**config.mk**
```make
export PLATFORM = sky130hd
export DESIGN_NAME = adc_result_format
export DESIGN_NICKNAME = d
export VERILOG_FILES = /design/src/inc/adc_result_pkg.sv /design/src/verilog/adc_result_format.sv
export SDC_FILE = /design/constraint.sdc
export NUM_CORES = 1
export LEC_CHECK = 0
export BUFFER_PORTS_ARGS = -buffer_cell sky130_fd_sc_hd__buf_2
export CELL_PAD_IN_SITES_DETAIL_PLACEMENT = 1
export CELL_PAD_IN_SITES_GLOBAL_PLACEMENT = 1
export CORE_ASPECT_RATIO = 1.1
export CORE_MARGIN = 2
export CORE_UTILIZATION = 42
export DETAILED_ROUTE_END_ITERATION = 16
export GPL_ROUTABILITY_DRIVEN = 0
export PLACE_DENSITY_LB_ADDON = 0.2
export SYNTH_ARGS = -nofsm -noshare
export SYNTH_HDL_FRONTEND = slang
export SYNTH_SLANG_ARGS = --single-unit
```
**constraint.sdc**
```tcl
create_clock -name mclk_i -period 6.4 [get_ports mclk_i]
set_input_delay 0.64 -clock mclk_i [delete_from_list [all_inputs] [get_ports mclk_i]]
set_output_delay 0.64 -clock mclk_i [all_outputs]
set_load 0.01 [all_outputs]
```
**src/inc/adc_result_pkg.sv**
```systemverilog
package adc_result_pkg;
	// Result geometry.
	localparam int          RES_W        = 10;
	localparam logic [9:0]  CODE_MAX     = 10'h3FF;
	localparam logic [9:0]  CODE_ZERO    = 10'h000;
	localparam logic [9:0]  BIP_MIN      = 10'h200;
	localparam logic [9:0]  BIP_MAX      = 10'h1FF;
	localparam int          SIGN_POS     = 9;
	// Reference select encodings.
	localparam logic [1:0]  REF_INT_1V1  = 2'h2;
	// Gain select encodings.
	localparam logic [1:0]  GAIN_1X      = 2'h0;
	localparam logic [1:0]  GAIN_8X      = 2'h1;
	localparam logic [1:0]  GAIN_20X     = 2'h2;
	localparam logic [1:0]  GAIN_32X     = 2'h3;
	localparam logic [5:0]  GAIN_1X_VAL  = 6'h01;
	localparam logic [5:0]  GAIN_8X_VAL  = 6'h08;
	localparam logic [5:0]  GAIN_20X_VAL = 6'h14;
	localparam logic [5:0]  GAIN_32X_VAL = 6'h20;
	// Conversion types.
	localparam logic [1:0]  CONV_SINGLE  = 2'h0;
	localparam logic [1:0]  CONV_DIFF    = 2'h1;
	// Calibration bytes in the signature row.
	localparam logic [7:0]  SIG_OFFSET_BIG   = 8'h05;
	localparam logic [7:0]  SIG_GAIN_BIG     = 8'h07;
	localparam logic [7:0]  SIG_OFFSET_SMALL = 8'h1F;
	localparam logic [7:0]  SIG_GAIN_SMALL   = 8'h1E;
	// Signature read window: last arm count, so loads are taken for four enabled clock cycles.
	localparam logic [1:0]  SIG_WINDOW   = 2'h3;
	// Reset values.
	localparam logic [9:0]  RES_RST      = 10'h000;
	localparam logic [7:0]  BYTE_RST     = 8'h00;
	typedef enum logic [2:0] {
		SIG_IDLE = 3'b001,
		SIG_ARM  = 3'b010,
		SIG_READ = 3'b100
	} sig_state_t;
endpackage

```
**src/verilog/adc_result_format.sv**
```systemverilog
`timescale 1ns/1ps
module adc_result_format
	import adc_result_pkg::*;
#(
	parameter logic SMALL_VARIANT = 1'b0
)(
	input  wire logic        mclk_i,
	input  wire logic        rst_n_i,
	input  wire logic        clk_en_i,
	// Converter core side.
	input  wire logic        core_done_i,
	input  wire logic [10:0] core_diff_i,
	input  wire logic [9:0]  core_single_i,
	input  wire logic        conv_type_i,
	input  wire logic [1:0]  gain_sel_i,
	input  wire logic        bipolar_select_i,
	input  wire logic [1:0]  reference_select_i,
	input  wire logic        left_justify_i,
	input  wire logic        flag_clear_i,
	// Signature row access.
	input  wire logic        sig_write_i,
	input  wire logic        signature_read_request_i,
	input  wire logic        store_program_enable_i,
	input  wire logic        program_memory_load_i,
	input  wire logic [7:0]  load_addr_i,
	input  wire logic [7:0]  sensor_offset_constant_i,
	input  wire logic [7:0]  sensor_gain_constant_i,
	// Outputs.
	output logic             conversion_done_flag_o,
	output logic [7:0]       result_low_byte_o,
	output logic [7:0]       result_high_byte_o,
	output logic             result_sign_bit_o,
	output logic             ref_internal_1v1_o,
	output logic             store_program_enable_o,
	output logic [7:0]       load_data_o,
	output logic             load_valid_o
);

	// Gain lookup used by both differential paths.
	function automatic logic [5:0] gain_value(input logic [1:0] sel);
		case (sel)
			GAIN_1X:  gain_value = GAIN_1X_VAL;
			GAIN_8X:  gain_value = GAIN_8X_VAL;
			GAIN_20X: gain_value = GAIN_20X_VAL;
			GAIN_32X: gain_value = GAIN_32X_VAL;
			default:  gain_value = GAIN_1X_VAL;
		endcase
	endfunction

	logic [9:0]  result_reg;
	logic [9:0]  result_next;
	logic        done_reg;
	logic [7:0]  low_reg;
	logic [7:0]  high_reg;
	logic        sign_reg;
	logic        ref_reg;
	sig_state_t  sig_state_reg;
	sig_state_t  sig_state_next;
	logic [1:0]  sig_cnt_reg;
	logic        spm_reg;
	logic [7:0]  load_data_reg;
	logic        load_valid_reg;

	// Differential difference scaled by gain; a 17-bit product covers 1023*32 both signs.
	wire logic [5:0]         gain_w      = gain_value(gain_sel_i);
	wire logic signed [16:0] scaled_w    = 17'($signed(core_diff_i)) * $signed({11'h000, gain_w});
	wire logic signed [16:0] uni_max_w   = 17'sh003FF;
	wire logic signed [16:0] bip_max_w   = 17'sh001FF;
	wire logic signed [16:0] bip_min_w   = -17'sh00200;
	wire logic signed [16:0] half_w      = scaled_w >>> 1;

	// Unipolar clamps negatives to zero and large values to full scale.
	wire logic [9:0] uni_code_w = scaled_w[16] ? CODE_ZERO :
		(scaled_w > uni_max_w) ? CODE_MAX : scaled_w[9:0];

	// Bipolar uses half the scale so the sign fits in the top bit.
	wire logic [9:0] bip_code_w = (half_w > bip_max_w) ? BIP_MAX :
		(half_w < bip_min_w) ? BIP_MIN : half_w[9:0];

	// Mode selection; the core already delivers single-ended codes in range.
	wire logic [9:0] conv_code_w = (conv_type_i == CONV_SINGLE[0]) ? core_single_i :
		(bipolar_select_i ? bip_code_w : uni_code_w);

	// Result is replaced only when a conversion completes.
	assign result_next = core_done_i ? conv_code_w : result_reg;

	// Justification is combinational from the stored result; the byte outputs take a change on the next enabled clock.
	wire logic [7:0] low_w  = left_justify_i ? {result_reg[1:0], 6'h00} : result_reg[7:0];
	wire logic [7:0] high_w = left_justify_i ? result_reg[9:2] : {6'h00, result_reg[9:8]};

	// Signature address decode depends on device variant.
	wire logic [7:0] off_addr_w  = SMALL_VARIANT ? SIG_OFFSET_SMALL : SIG_OFFSET_BIG;
	wire logic [7:0] gain_addr_w = SMALL_VARIANT ? SIG_GAIN_SMALL : SIG_GAIN_BIG;
	wire logic       arm_w       = sig_write_i && signature_read_request_i &&
		store_program_enable_i && !spm_reg;
	wire logic       load_hit_w  = (sig_state_reg == SIG_ARM) && program_memory_load_i;

	// Signature read sequencer: arm, then accept a load within the window.
	always_comb begin
		sig_state_next = sig_state_reg;
		case (sig_state_reg)
			SIG_IDLE: begin
				if (arm_w) begin
					sig_state_next = SIG_ARM;
				end
			end
			SIG_ARM: begin
				if (load_hit_w) begin
					sig_state_next = SIG_READ;
				end else if (sig_cnt_reg == SIG_WINDOW) begin
					sig_state_next = SIG_IDLE;
				end
			end
			SIG_READ: begin
				// Enable is already clear here, so a new arm write is taken at once.
				sig_state_next = arm_w ? SIG_ARM : SIG_IDLE;
			end
			default:  sig_state_next = SIG_IDLE;
		endcase
	end

	// Constants are passed raw: gain unsigned 1/128 units, offset signed byte.
	wire logic [7:0] sig_byte_w = (load_addr_i == off_addr_w) ? sensor_offset_constant_i :
		(load_addr_i == gain_addr_w) ? sensor_gain_constant_i : BYTE_RST;

	// Result and flag storage; a new completion wins over a software clear.
	always_ff @(posedge mclk_i) begin
		if (!rst_n_i) begin
			result_reg <= RES_RST;
			done_reg   <= 1'b0;
		end else if (clk_en_i) begin
			result_reg <= result_next;
			done_reg   <= core_done_i | (done_reg & ~flag_clear_i);
		end
	end

	// Output byte registers track the stored result and justify bit.
	always_ff @(posedge mclk_i) begin
		if (!rst_n_i) begin
			low_reg  <= BYTE_RST;
			high_reg <= BYTE_RST;
			sign_reg <= 1'b0;
			ref_reg  <= 1'b0;
		end else if (clk_en_i) begin
			low_reg  <= low_w;
			high_reg <= high_w;
			sign_reg <= result_reg[SIGN_POS];
			ref_reg  <= (reference_select_i == REF_INT_1V1);
		end
	end

	// Signature sequencer registers; enable bit clears after the read or timeout.
	always_ff @(posedge mclk_i) begin
		if (!rst_n_i) begin
			sig_state_reg  <= SIG_IDLE;
			sig_cnt_reg    <= 2'h0;
			spm_reg        <= 1'b0;
			load_data_reg  <= BYTE_RST;
			load_valid_reg <= 1'b0;
		end else if (clk_en_i) begin
			sig_state_reg  <= sig_state_next;
			sig_cnt_reg    <= (sig_state_reg == SIG_ARM) ? sig_cnt_reg + 2'h1 : 2'h0;
			spm_reg        <= (sig_state_next == SIG_ARM);
			load_valid_reg <= load_hit_w;
			if (load_hit_w) begin
				load_data_reg <= sig_byte_w;
			end
		end
	end

	assign conversion_done_flag_o = done_reg;
	assign result_low_byte_o      = low_reg;
	assign result_high_byte_o     = high_reg;
	assign result_sign_bit_o      = sign_reg;
	assign ref_internal_1v1_o     = ref_reg;
	assign store_program_enable_o = spm_reg;
	assign load_data_o            = load_data_reg;
	assign load_valid_o           = load_valid_reg;

endmodule

```
Yosys cells after proc, flatten, opt, wreduce, memory -nomap -nowiden --
Index checks and enable logic that the tools add are counted.
Operators by class: bitwise operators 3, $mul 1, divide/modulo/power cells 0, magnitude comparators 3, shifts and indexed selects 0, $add $sub $neg 1, multiplexer cells 17, reductions and logical operators 8, equality and inequality tests 11
Operators with widths (count):
- 2-to-1 mux 10 bit | 6
- 2-to-1 mux 8 bit | 4
- case mux 6 bit (4 select lines) | 1
- > comparator 17 x 11 -> 1 bit, second input constant | 1
- multiplier 11 x 7 -> 17 bit | 1
- == test 8 x 3 -> 1 bit, second input constant | 2
- > comparator 16 x 10 -> 1 bit, second input constant | 1
- less-than comparator 16 x 10 -> 1 bit, second input constant | 1
- 2-to-1 mux 3 bit | 3
- case mux 3 bit (3 select lines) | 1
- == test 2 bit, second input constant | 4
- == test 3 x 2 -> 1 bit, second input constant | 2
- logical AND 1 bit | 4
- 2-to-1 mux 2 bit | 2
- AND reduction 2 bit | 2
- == test 3 x 1 -> 1 bit, second input constant | 1
- == test 3 bit, second input constant | 1
- adder 2 x 1 -> 2 bit, second input constant | 1
- == test 2 x 1 -> 1 bit, second input constant | 1
- logical NOT 2 bit | 1
- bitwise AND 1 bit | 1
- logical NOT 1 bit | 1
- NOT 1 bit | 1
- bitwise OR 1 bit | 1
Word-level totals: memories kept 0, bits in registers 44, ROM bits 0, latch bits 0, memory bits (writable) 0, logic and storage cells 55

Logic depth before layout (Yosys ltp) --
Gate-level depths: netlist (run 1).
word-level depth 8, depth in mapped cells 21, depth with buffers taken out 19

Worst setup path before layout (run 1) --
OpenSTA, ideal clock, no wires.
kind in2reg, from input port gain_sel_i[1], to register result_reg[9], arrival 5189 ps, setup time 128 ps, slack 1082 ps, required time 6272 ps, stages 20, path buffers 1, path through nor2b_1 -> clkbuf_1 -> and2_1 -> ha_1 -> inv_1 -> fa_1 -> inv_1 -> fa_1 -> inv_1 -> fa_1 -> inv_1 -> ha_1 -> a21o_2 -> or3_1 -> a311oi_1 -> a211o_1 -> nor3b_4 -> nand2_2 -> o31ai_1 -> o22ai_1
Between the ends: longest elaborated chain between the ends 8
Ends and longest elaborated chain:
- start, declared | line adc_result_format.sv:15 | input wire logic [1:0] gain_sel_i,
- == test 2 bit (tied with other cells) | line adc_result_format.sv:41 | case (sel)
- case mux 6 bit (4 select lines) * | line adc_result_format.sv:41
- multiplier 11 x 7 -> 17 bit * | line adc_result_format.sv:66 | wire logic signed [16:0] scaled_w = 17'($signed(core_diff_i)) * $signed({11'h000, gain_w});
- > comparator 17 x 11 -> 1 bit or less-than comparator 16 x 10 -> 1 bit (tied branches) | line adc_result_format.sv:74, adc_result_format.sv:78
- 2-to-1 mux 10 bit (on tied branches) | line adc_result_format.sv:74, adc_result_format.sv:78
- 2-to-1 mux 10 bit (on tied branches) | line adc_result_format.sv:73, adc_result_format.sv:77
- 2-to-1 mux 10 bit * | line adc_result_format.sv:82 | (bipolar_select_i ? bip_code_w : uni_code_w);
- 2-to-1 mux 10 bit * | line adc_result_format.sv:81 | wire logic [9:0] conv_code_w = (conv_type_i == CONV_SINGLE[0]) ? core_single_i :
- end signal, assigned | line adc_result_format.sv:132 | result_reg <= result_next;
- end, declared | line adc_result_format.sv:50 | logic [9:0] result_reg;
Mark *: on every way between the ends. The rest lies on a longest branch, timed or not. The select of a mux whose other input is x is not followed. A chain may end at the register's enable or synchronous reset.

Worst setup path after layout (run 1) --
from input port gain_sel_i[1], to register result_reg[1]
Same word-level chain as after synthesis.

==> flow_metrics.py, run 1 <==
metrics = {
    "run_status": {
        "status": "completed",
    },
    "critical_path": {
        "path_cells": "buf_2, nor2b_1, buf_4, and2_1, ha_1, inv_1, fa_1, inv_1, fa_1, inv_1, fa_1, inv_1, ha_1, a21o_2, or3_1, a311oi_1, a211o_1, nor3b_4, nand2_2, a221oi_2, o31ai_1",
        "slowest_stage": "fa_1",
        "cp_num_buf_inv": 6,
        "rrSetupSlack_ns": 4.59,
        "critPathTopFamily": "adder cells",
        "crit_required_ns": 6.56,
        "critPathArrivalTime_ns": 5.82,
        "max_stage_delay_ns": 0.55,
        "path_class": "in2reg",
        "crit_path_end_kind": "flip-flop",
        "cp_max_fo": 14,
        "critPathLaunchType": "input pin",
        "cp_common_cell": "inv_1",
    },
    "finish": {
        "largest_register_ffs": 10,
        "area_delta_synth_final_pct": 15.6,
        "antenna_cells": 0,
        "mostFrequentLayoutCells": "buf_2, inv_1, dfxtp_1",
        "fin_nets": 742,
        "drive_gt1_share_pct": 19.8,
        "layout_commonest_cell": "buf_2",
    },
    "cts": {
        "cts_hold_buf": 0,
        "cts_made_buffers": 5,
        "cts.sinks": 44,
        "clock_path_buffers": 2,
        "postCtsSetupBuffers": 0,
        "path_clk_slew_ns": 0.06,
        "postCtsResizedCells": 0,
        "htree_levels": 2,
        "clock_latency_ns": 0.29,
        "clock-root-buffer": "clkbuf_16",
        "cts_tree": "done",
    },
    "drt": {
        "postRouteAntennaNets": 0,
        "drt_wl_total_um": 11600,
        "dr_total_vias": 4010,
        "drc_errors": 0,
        "routed_via_density": 5.33,
        "drt_iter0_drc": 121,
        "dr.pass1.iters": 4,
        "routedWlPerCell_um": 15.4,
    },
    "logic_synthesis": {
        "synth_top_cell_by_area": "dfxtp_1",
        "synth_compound_area_share_pct": 17.6,
        "synth-edff-count": 0,
        "synthMuxAreaShare_pct": 3.85,
        "post_synth_num_cell_types": 69,
        "avgSynthCellArea_um2": 8.35,
        "synthArstFlopShare_pct": 0,
        "synthSimpleGateAreaFrac_pct": 21.9,
        "synthAdderAreaFrac_pct": 25.8,
        "synth_cells": 534,
        "ys_seq_area_share_pct": 19.8,
        "ys.flop_type": "dfxtp_1",
        "synth_top_area_share_pct": 19.8,
        "synth_xor_area_share_pct": 3.12,
        "synth_top_family_by_area": "adder cells",
        "ys_seq_elements": 44,
        "syn-cell-area_mm2": 0.00446,
        "synth.area.top_cells": "dfxtp_1, fa_1, ha_1, inv_1, a21oi_1",
        "yosysWarnings": 0,
    },
    "power_and_ir_drop": {
        "pwr_density_cell_mw_per_mm2": 200,
        "leakage_nw": 2.49,
        "ir_drop_mv": 0.123,
        "p_total_w": 0.00103,
    },
    "timing": {
        "finalClockSkew_ns": 0.0103,
        "fmax_ghz": 0.177,
        "post-route-worst-setup-slack_ns": 0.738,
        "setup_viol": 0,
        "maxSlewViolCount": 0,
        "worst_pin_slew_ns": 0.985,
        "hold_violations": 0,
        "min_period_ns": 5.66,
        "rsz0062_at_grt": "false",
        "finalCritPeriodShare_pct": 88.5,
        "slew_headroom_pct": 34.3,
        "fin_setup_tns_ns": 0,
    },
    "flow_run": {
        "drv_cap": 0,
    },
    "floorplanning": {
        "die-area_mm2": 0.0115,
        "pin_count": 90,
        "die_height_um": 112,
        "die_w_um": 102,
        "core_area_mm2": 0.0103,
        "rows": 39,
        "start_util_pct": 43.1,
    },
    "grt": {
        "grt_pass1_vias": 4235,
        "grt_pass1_wl_um": 19300,
        "grt_max_degree": 49,
        "antenna_found_initial": 1,
        "track_usage_pct": 20.8,
        "grt-ovfl-total": 0,
    },
    "hold_path": {
        "hold_path.class": "reg2reg",
    },
    "place": {
        "dpl.hpwl_um": 9550,
        "pre_cts_ws_ns": 0.485,
        "io_buffers": 89,
    },
}
[logic make-up (layout without fill, tap and decap cells)]
family / count (synthesis) / in the layout
other cells: 1 / 2
fa+ha+maj: 72 / 72
compound gates: 113 / 113
xor+xnor: 15 / 15
flops: 44 / 44
buf+inv: 88 / 163
simple gates: 184 / 184
mux: 17 / 17
[through the flow]
step	cells	cell area (µm²)	hold WS [ns]	util, %
2_1_floorplan	535	4460	0.469	-
3_3_place_gp	745	4990	0.443	48.2
3_5_place_dp	745	4990	0.450	48.2
4_1_cts	753	5150	0.459	49.8
5_1_grt	753	5150	0.494	49.8
6_report	753	5150	0.454	49.8
[final cells by class]
cell class	instances	area, µm²
fillers	1291	5190
multi-input cells	403	3230
flip-flops and latches	44	881
repair buffers	91	460
inverters	64	240
well taps	143	179
clock buffers	5	125
clock inverters	3	42.5
[worst register-to-register path, cell delays in order, from the launching register on]
cell and delay [ns]:
dfxtp_1 0.33, nor2_1 0.15, nand4_1 0.40, nand3b_1 0.51, nor2_1 0.18, a21oi_1 0.05, nor2_1 0.10
[layer usage]
metal / global-route usage, % / vias to the layer above / wire length, µm
li1: - / 1953 / -
met1: 23.5 / 1940 / 4740
met2: 39.3 / 89 / 6070
met3: 3.11 / 26 / 462
met4: 6.67 / 2 / 312
met5: 0 / - / 13
[worst paths after layout]
check,startpoint,to,cells past startpoint
worst max-delay path,gain_sel_i[1],result_reg[1],21
worst min-delay path,conversion_done_flag_o,conversion_done_flag_o,2
worst max register to register,sig_state_reg[2],load_data_o[4],6
worst min register to register,conversion_done_flag_o,conversion_done_flag_o,2
[power by group]
group | leakage, nW | total [W] | switching [W] | internal (W)
Combinational | 2.06 | 0.000446 | 0.000268 | 0.000178
Sequential | 0.358 | 0.000295 | 0.00000888 | 0.000286
Clock | 0.0798 | 0.000290 | 0.000106 | 0.000183
Total | 2.49 | 0.00103 | 0.000383 | 0.000647
[cell usage after synthesis, types with 2 or more instances]
cell type	count
nor3_1	4
o21ai_0	14
nor3b_1	2
a21oi_1	39
and2_1	26
o311ai_1	3
buf_6	2
buf_4	2
o22ai_1	6
nand3b_1	10
a211oi_1	6
dfxtp_1	44
ha_1	39
nor2_1	41
inv_1	63
xnor2_1	9
o211ai_1	8
nand2_1	39
clkbuf_1	18
nand3_1	15
or3_1	2
nor2b_1	6
a21o_2	3
o31ai_2	2
o21a_1	2
fa_1	33
o31ai_1	3
nand2_2	2
mux2i_1	16
and3_1	12
xor2_1	5
a21o_1	3
nand2b_1	18
o21ai_1	2
Note: power is estimated with default switching activity, not from simulation.
==> run 2, diff against run 1 <==
--- a/config.mk
+++ b/config.mk
@@ -13,7 +13,8 @@
 export CORE_UTILIZATION = 42
 export DETAILED_ROUTE_END_ITERATION = 16
 export GPL_ROUTABILITY_DRIVEN = 0
-export PLACE_DENSITY_LB_ADDON = 0.2
+export HOLD_SLACK_MARGIN = 0.1
+export PLACE_DENSITY_LB_ADDON = 0.12
 export SYNTH_ARGS = -nofsm -noshare
 export SYNTH_HDL_FRONTEND = slang
 export SYNTH_SLANG_ARGS = --single-unit
==> run 2 against run 1 <==
  * Clock power shrank 11%
  * Maximum frequency decreased by 2.5%
  * Sequential share of layout area about the same
  * Setup slack lost 0.14 ns
  * Clock skew decreased by 0.0049 ns
  * Sequential power about the same
  * Via count fell by 2.0%
  * First-iteration DRC count decreased by 23%
  * Worst hold slack improved by 0.0023 ns
  * Largest power group unchanged
==> flow_metrics.py, run 2 (same netlist as run 1, synthesis figures left out) <==
metrics = {
    "cts": {
        "postCtsResizedCells": 0,
        "cts_tree": "done",
        "clock_latency_ns": 0.29,
        "cts.sinks": 44,
        "htree_levels": 2,
        "path_clk_slew_ns": 0.06,
        "clock_path_buffers": 2,
        "cts_made_buffers": 5,
        "clock-root-buffer": "clkbuf_16",
        "cts_hold_buf": 0,
        "postCtsSetupBuffers": 0,
    },
    "hold_path": {
        "hold_path.class": "reg2reg",
    },
    "timing": {
        "fin_hold_ws_ns": 0.456,
        "rsz0062_at_grt": "false",
        "finalCritPeriodShare_pct": 90.7,
        "hold_violations": 0,
        "fmax_ghz": 0.172,
        "slew_headroom_pct": 52.1,
        "min_period_ns": 5.80,
        "maxSlewViolCount": 0,
        "setup_viol": 0,
        "worst_pin_slew_ns": 0.719,
        "fin_setup_tns_ns": 0,
        "finalClockSkew_ns": 0.00544,
    },
    "critical_path": {
        "crit_required_ns": 6.56,
        "critPathArrivalTime_ns": 5.96,
        "crit_path_end_kind": "flip-flop",
        "critPathTopFamily": "adder cells",
        "slowest_stage": "fa_1",
        "max_stage_delay_ns": 0.56,
        "path_cells": "buf_2, nor2b_2, and2_1, ha_1, inv_1, fa_1, inv_1, fa_1, inv_1, fa_1, inv_1, ha_1, a21o_2, or3_1, a311oi_1, a211o_1, nor3b_4, nand2_2, o31ai_1, o22ai_1",
        "critPathLaunchType": "input pin",
        "path_class": "in2reg",
        "cp_common_cell": "inv_1",
        "cp_num_buf_inv": 5,
        "cp_max_fo": 14,
    },
    "power_and_ir_drop": {
        "pwr_density_cell_mw_per_mm2": 194,
        "ir_drop_mv": 0.127,
        "leakage_nw": 2.49,
    },
    "finish": {
        "nFillCells": 1300,
        "fin_nets": 743,
        "mostFrequentLayoutCells": "buf_2, inv_1, dfxtp_1",
        "largest_register_ffs": 10,
        "layout_commonest_cell": "buf_2",
        "drive_gt1_share_pct": 19.8,
        "antenna_cells": 0,
        "area_delta_synth_final_pct": 15.4,
        "final_cell_area_mm2": 0.00514,
    },
    "floorplanning": {
        "pin_count": 90,
        "start_util_pct": 43.1,
        "die_w_um": 102,
        "core_area_mm2": 0.0103,
        "die-area_mm2": 0.0115,
        "rows": 39,
        "die_height_um": 112,
    },
    "grt": {
        "grt_pass1_vias": 4001,
        "antenna_found_initial": 0,
        "grt_pass1_wl_um": 19100,
        "grt_max_degree": 49,
        "grt-ovfl-total": 0,
        "track_usage_pct": 20.8,
    },
    "drt": {
        "postRouteAntennaNets": 0,
        "routed_via_density": 5.21,
        "dr_total_vias": 3928,
        "drt_wl_total_um": 11400,
        "dr.pass1.iters": 4,
        "drt_iter0_drc": 93,
        "routedWlPerCell_um": 15.2,
        "drc_errors": 0,
    },
    "place": {
        "placed_cell_area_mm2": 0.00499,
        "dpl.hpwl_um": 9320,
        "io_buffers": 89,
    },
    "run_status": {
        "status": "completed",
    },
    "flow_run": {
        "drv_cap": 0,
    },
}
run 2: changes by cell type in the layout (fill, tap and decap cells not counted):
cell	before	now
nor2b_1	6	5
nor2b_2	0	1
clkinv_2	1	0
clkinvlp_4	1	0
clkbuf_1	0	2
bufinv_16	1	0
clkbuf_8	0	1
buf_4	2	3
run 2: worst paths after layout:
| path | start | endpoint | slack (ns) | cells past startpoint |
|---|---|---|---|---|
| setup / recovery | gain_sel_i[1] | result_reg[9] | 0.60 | 20 |
| hold / removal | conversion_done_flag_o | conversion_done_flag_o | 0.46 | 2 |
| setup reg to reg | sig_state_reg[2] | load_data_o[1] | 4.56 | 6 |
| hold reg to reg | conversion_done_flag_o | conversion_done_flag_o | 0.46 | 2 |
run 2: layout make-up:
type / count / area (µm²) / area share [%]
inverter: 64 / 240 / 4.67
tap: 143 / 179 / 3.48
multi-input combinational: 403 / 3230 / 62.8
clock buffer: 8 / 146 / 2.85
timing repair buffer: 92 / 468 / 9.10
sequential: 44 / 881 / 17.1
run 2: routing by layer:
layer  part of all wire, %  track usage, %  vias to the layer above
li1                      -               -                     1957
met1                    43            25.3                     1890
met2                    51            37.1                       64
met3                   2.7            2.30                       17
met4                   2.9            7.91                        0
met5                     0               0                        -
run 2: where the power goes:
group	switching [W]	internal [W]
Clock	0.000102	0.000156
Combinational	0.000266	0.000181
Sequential	0.00000938	0.000286
run 2: metrics by stage:
stage | std cells | setup slack (ns) | util [%] | total power (W)
after floorplan | 535 | 1.08 | - | 0.000642
after CTS | 754 | 0.360 | 49.7 | 0.00101
after detailed placement | 746 | 0.0682 | 48.3 | 0.000752
final | 754 | 0.596 | 49.7 | 0.00100
after global routing | 754 | 0.181 | 49.7 | 0.00108
after global placement | 746 | 0.221 | 48.3 | 0.000742
run 2: worst register-to-register path, cell delays in order, from the launching register on:
cell and delay (ns):
dfxtp_1 0.33, nor2_1 0.14, nand4_1 0.44, nand3b_1 0.52
nor2_1 0.18, a21oi_1 0.06, nor2_1 0.12
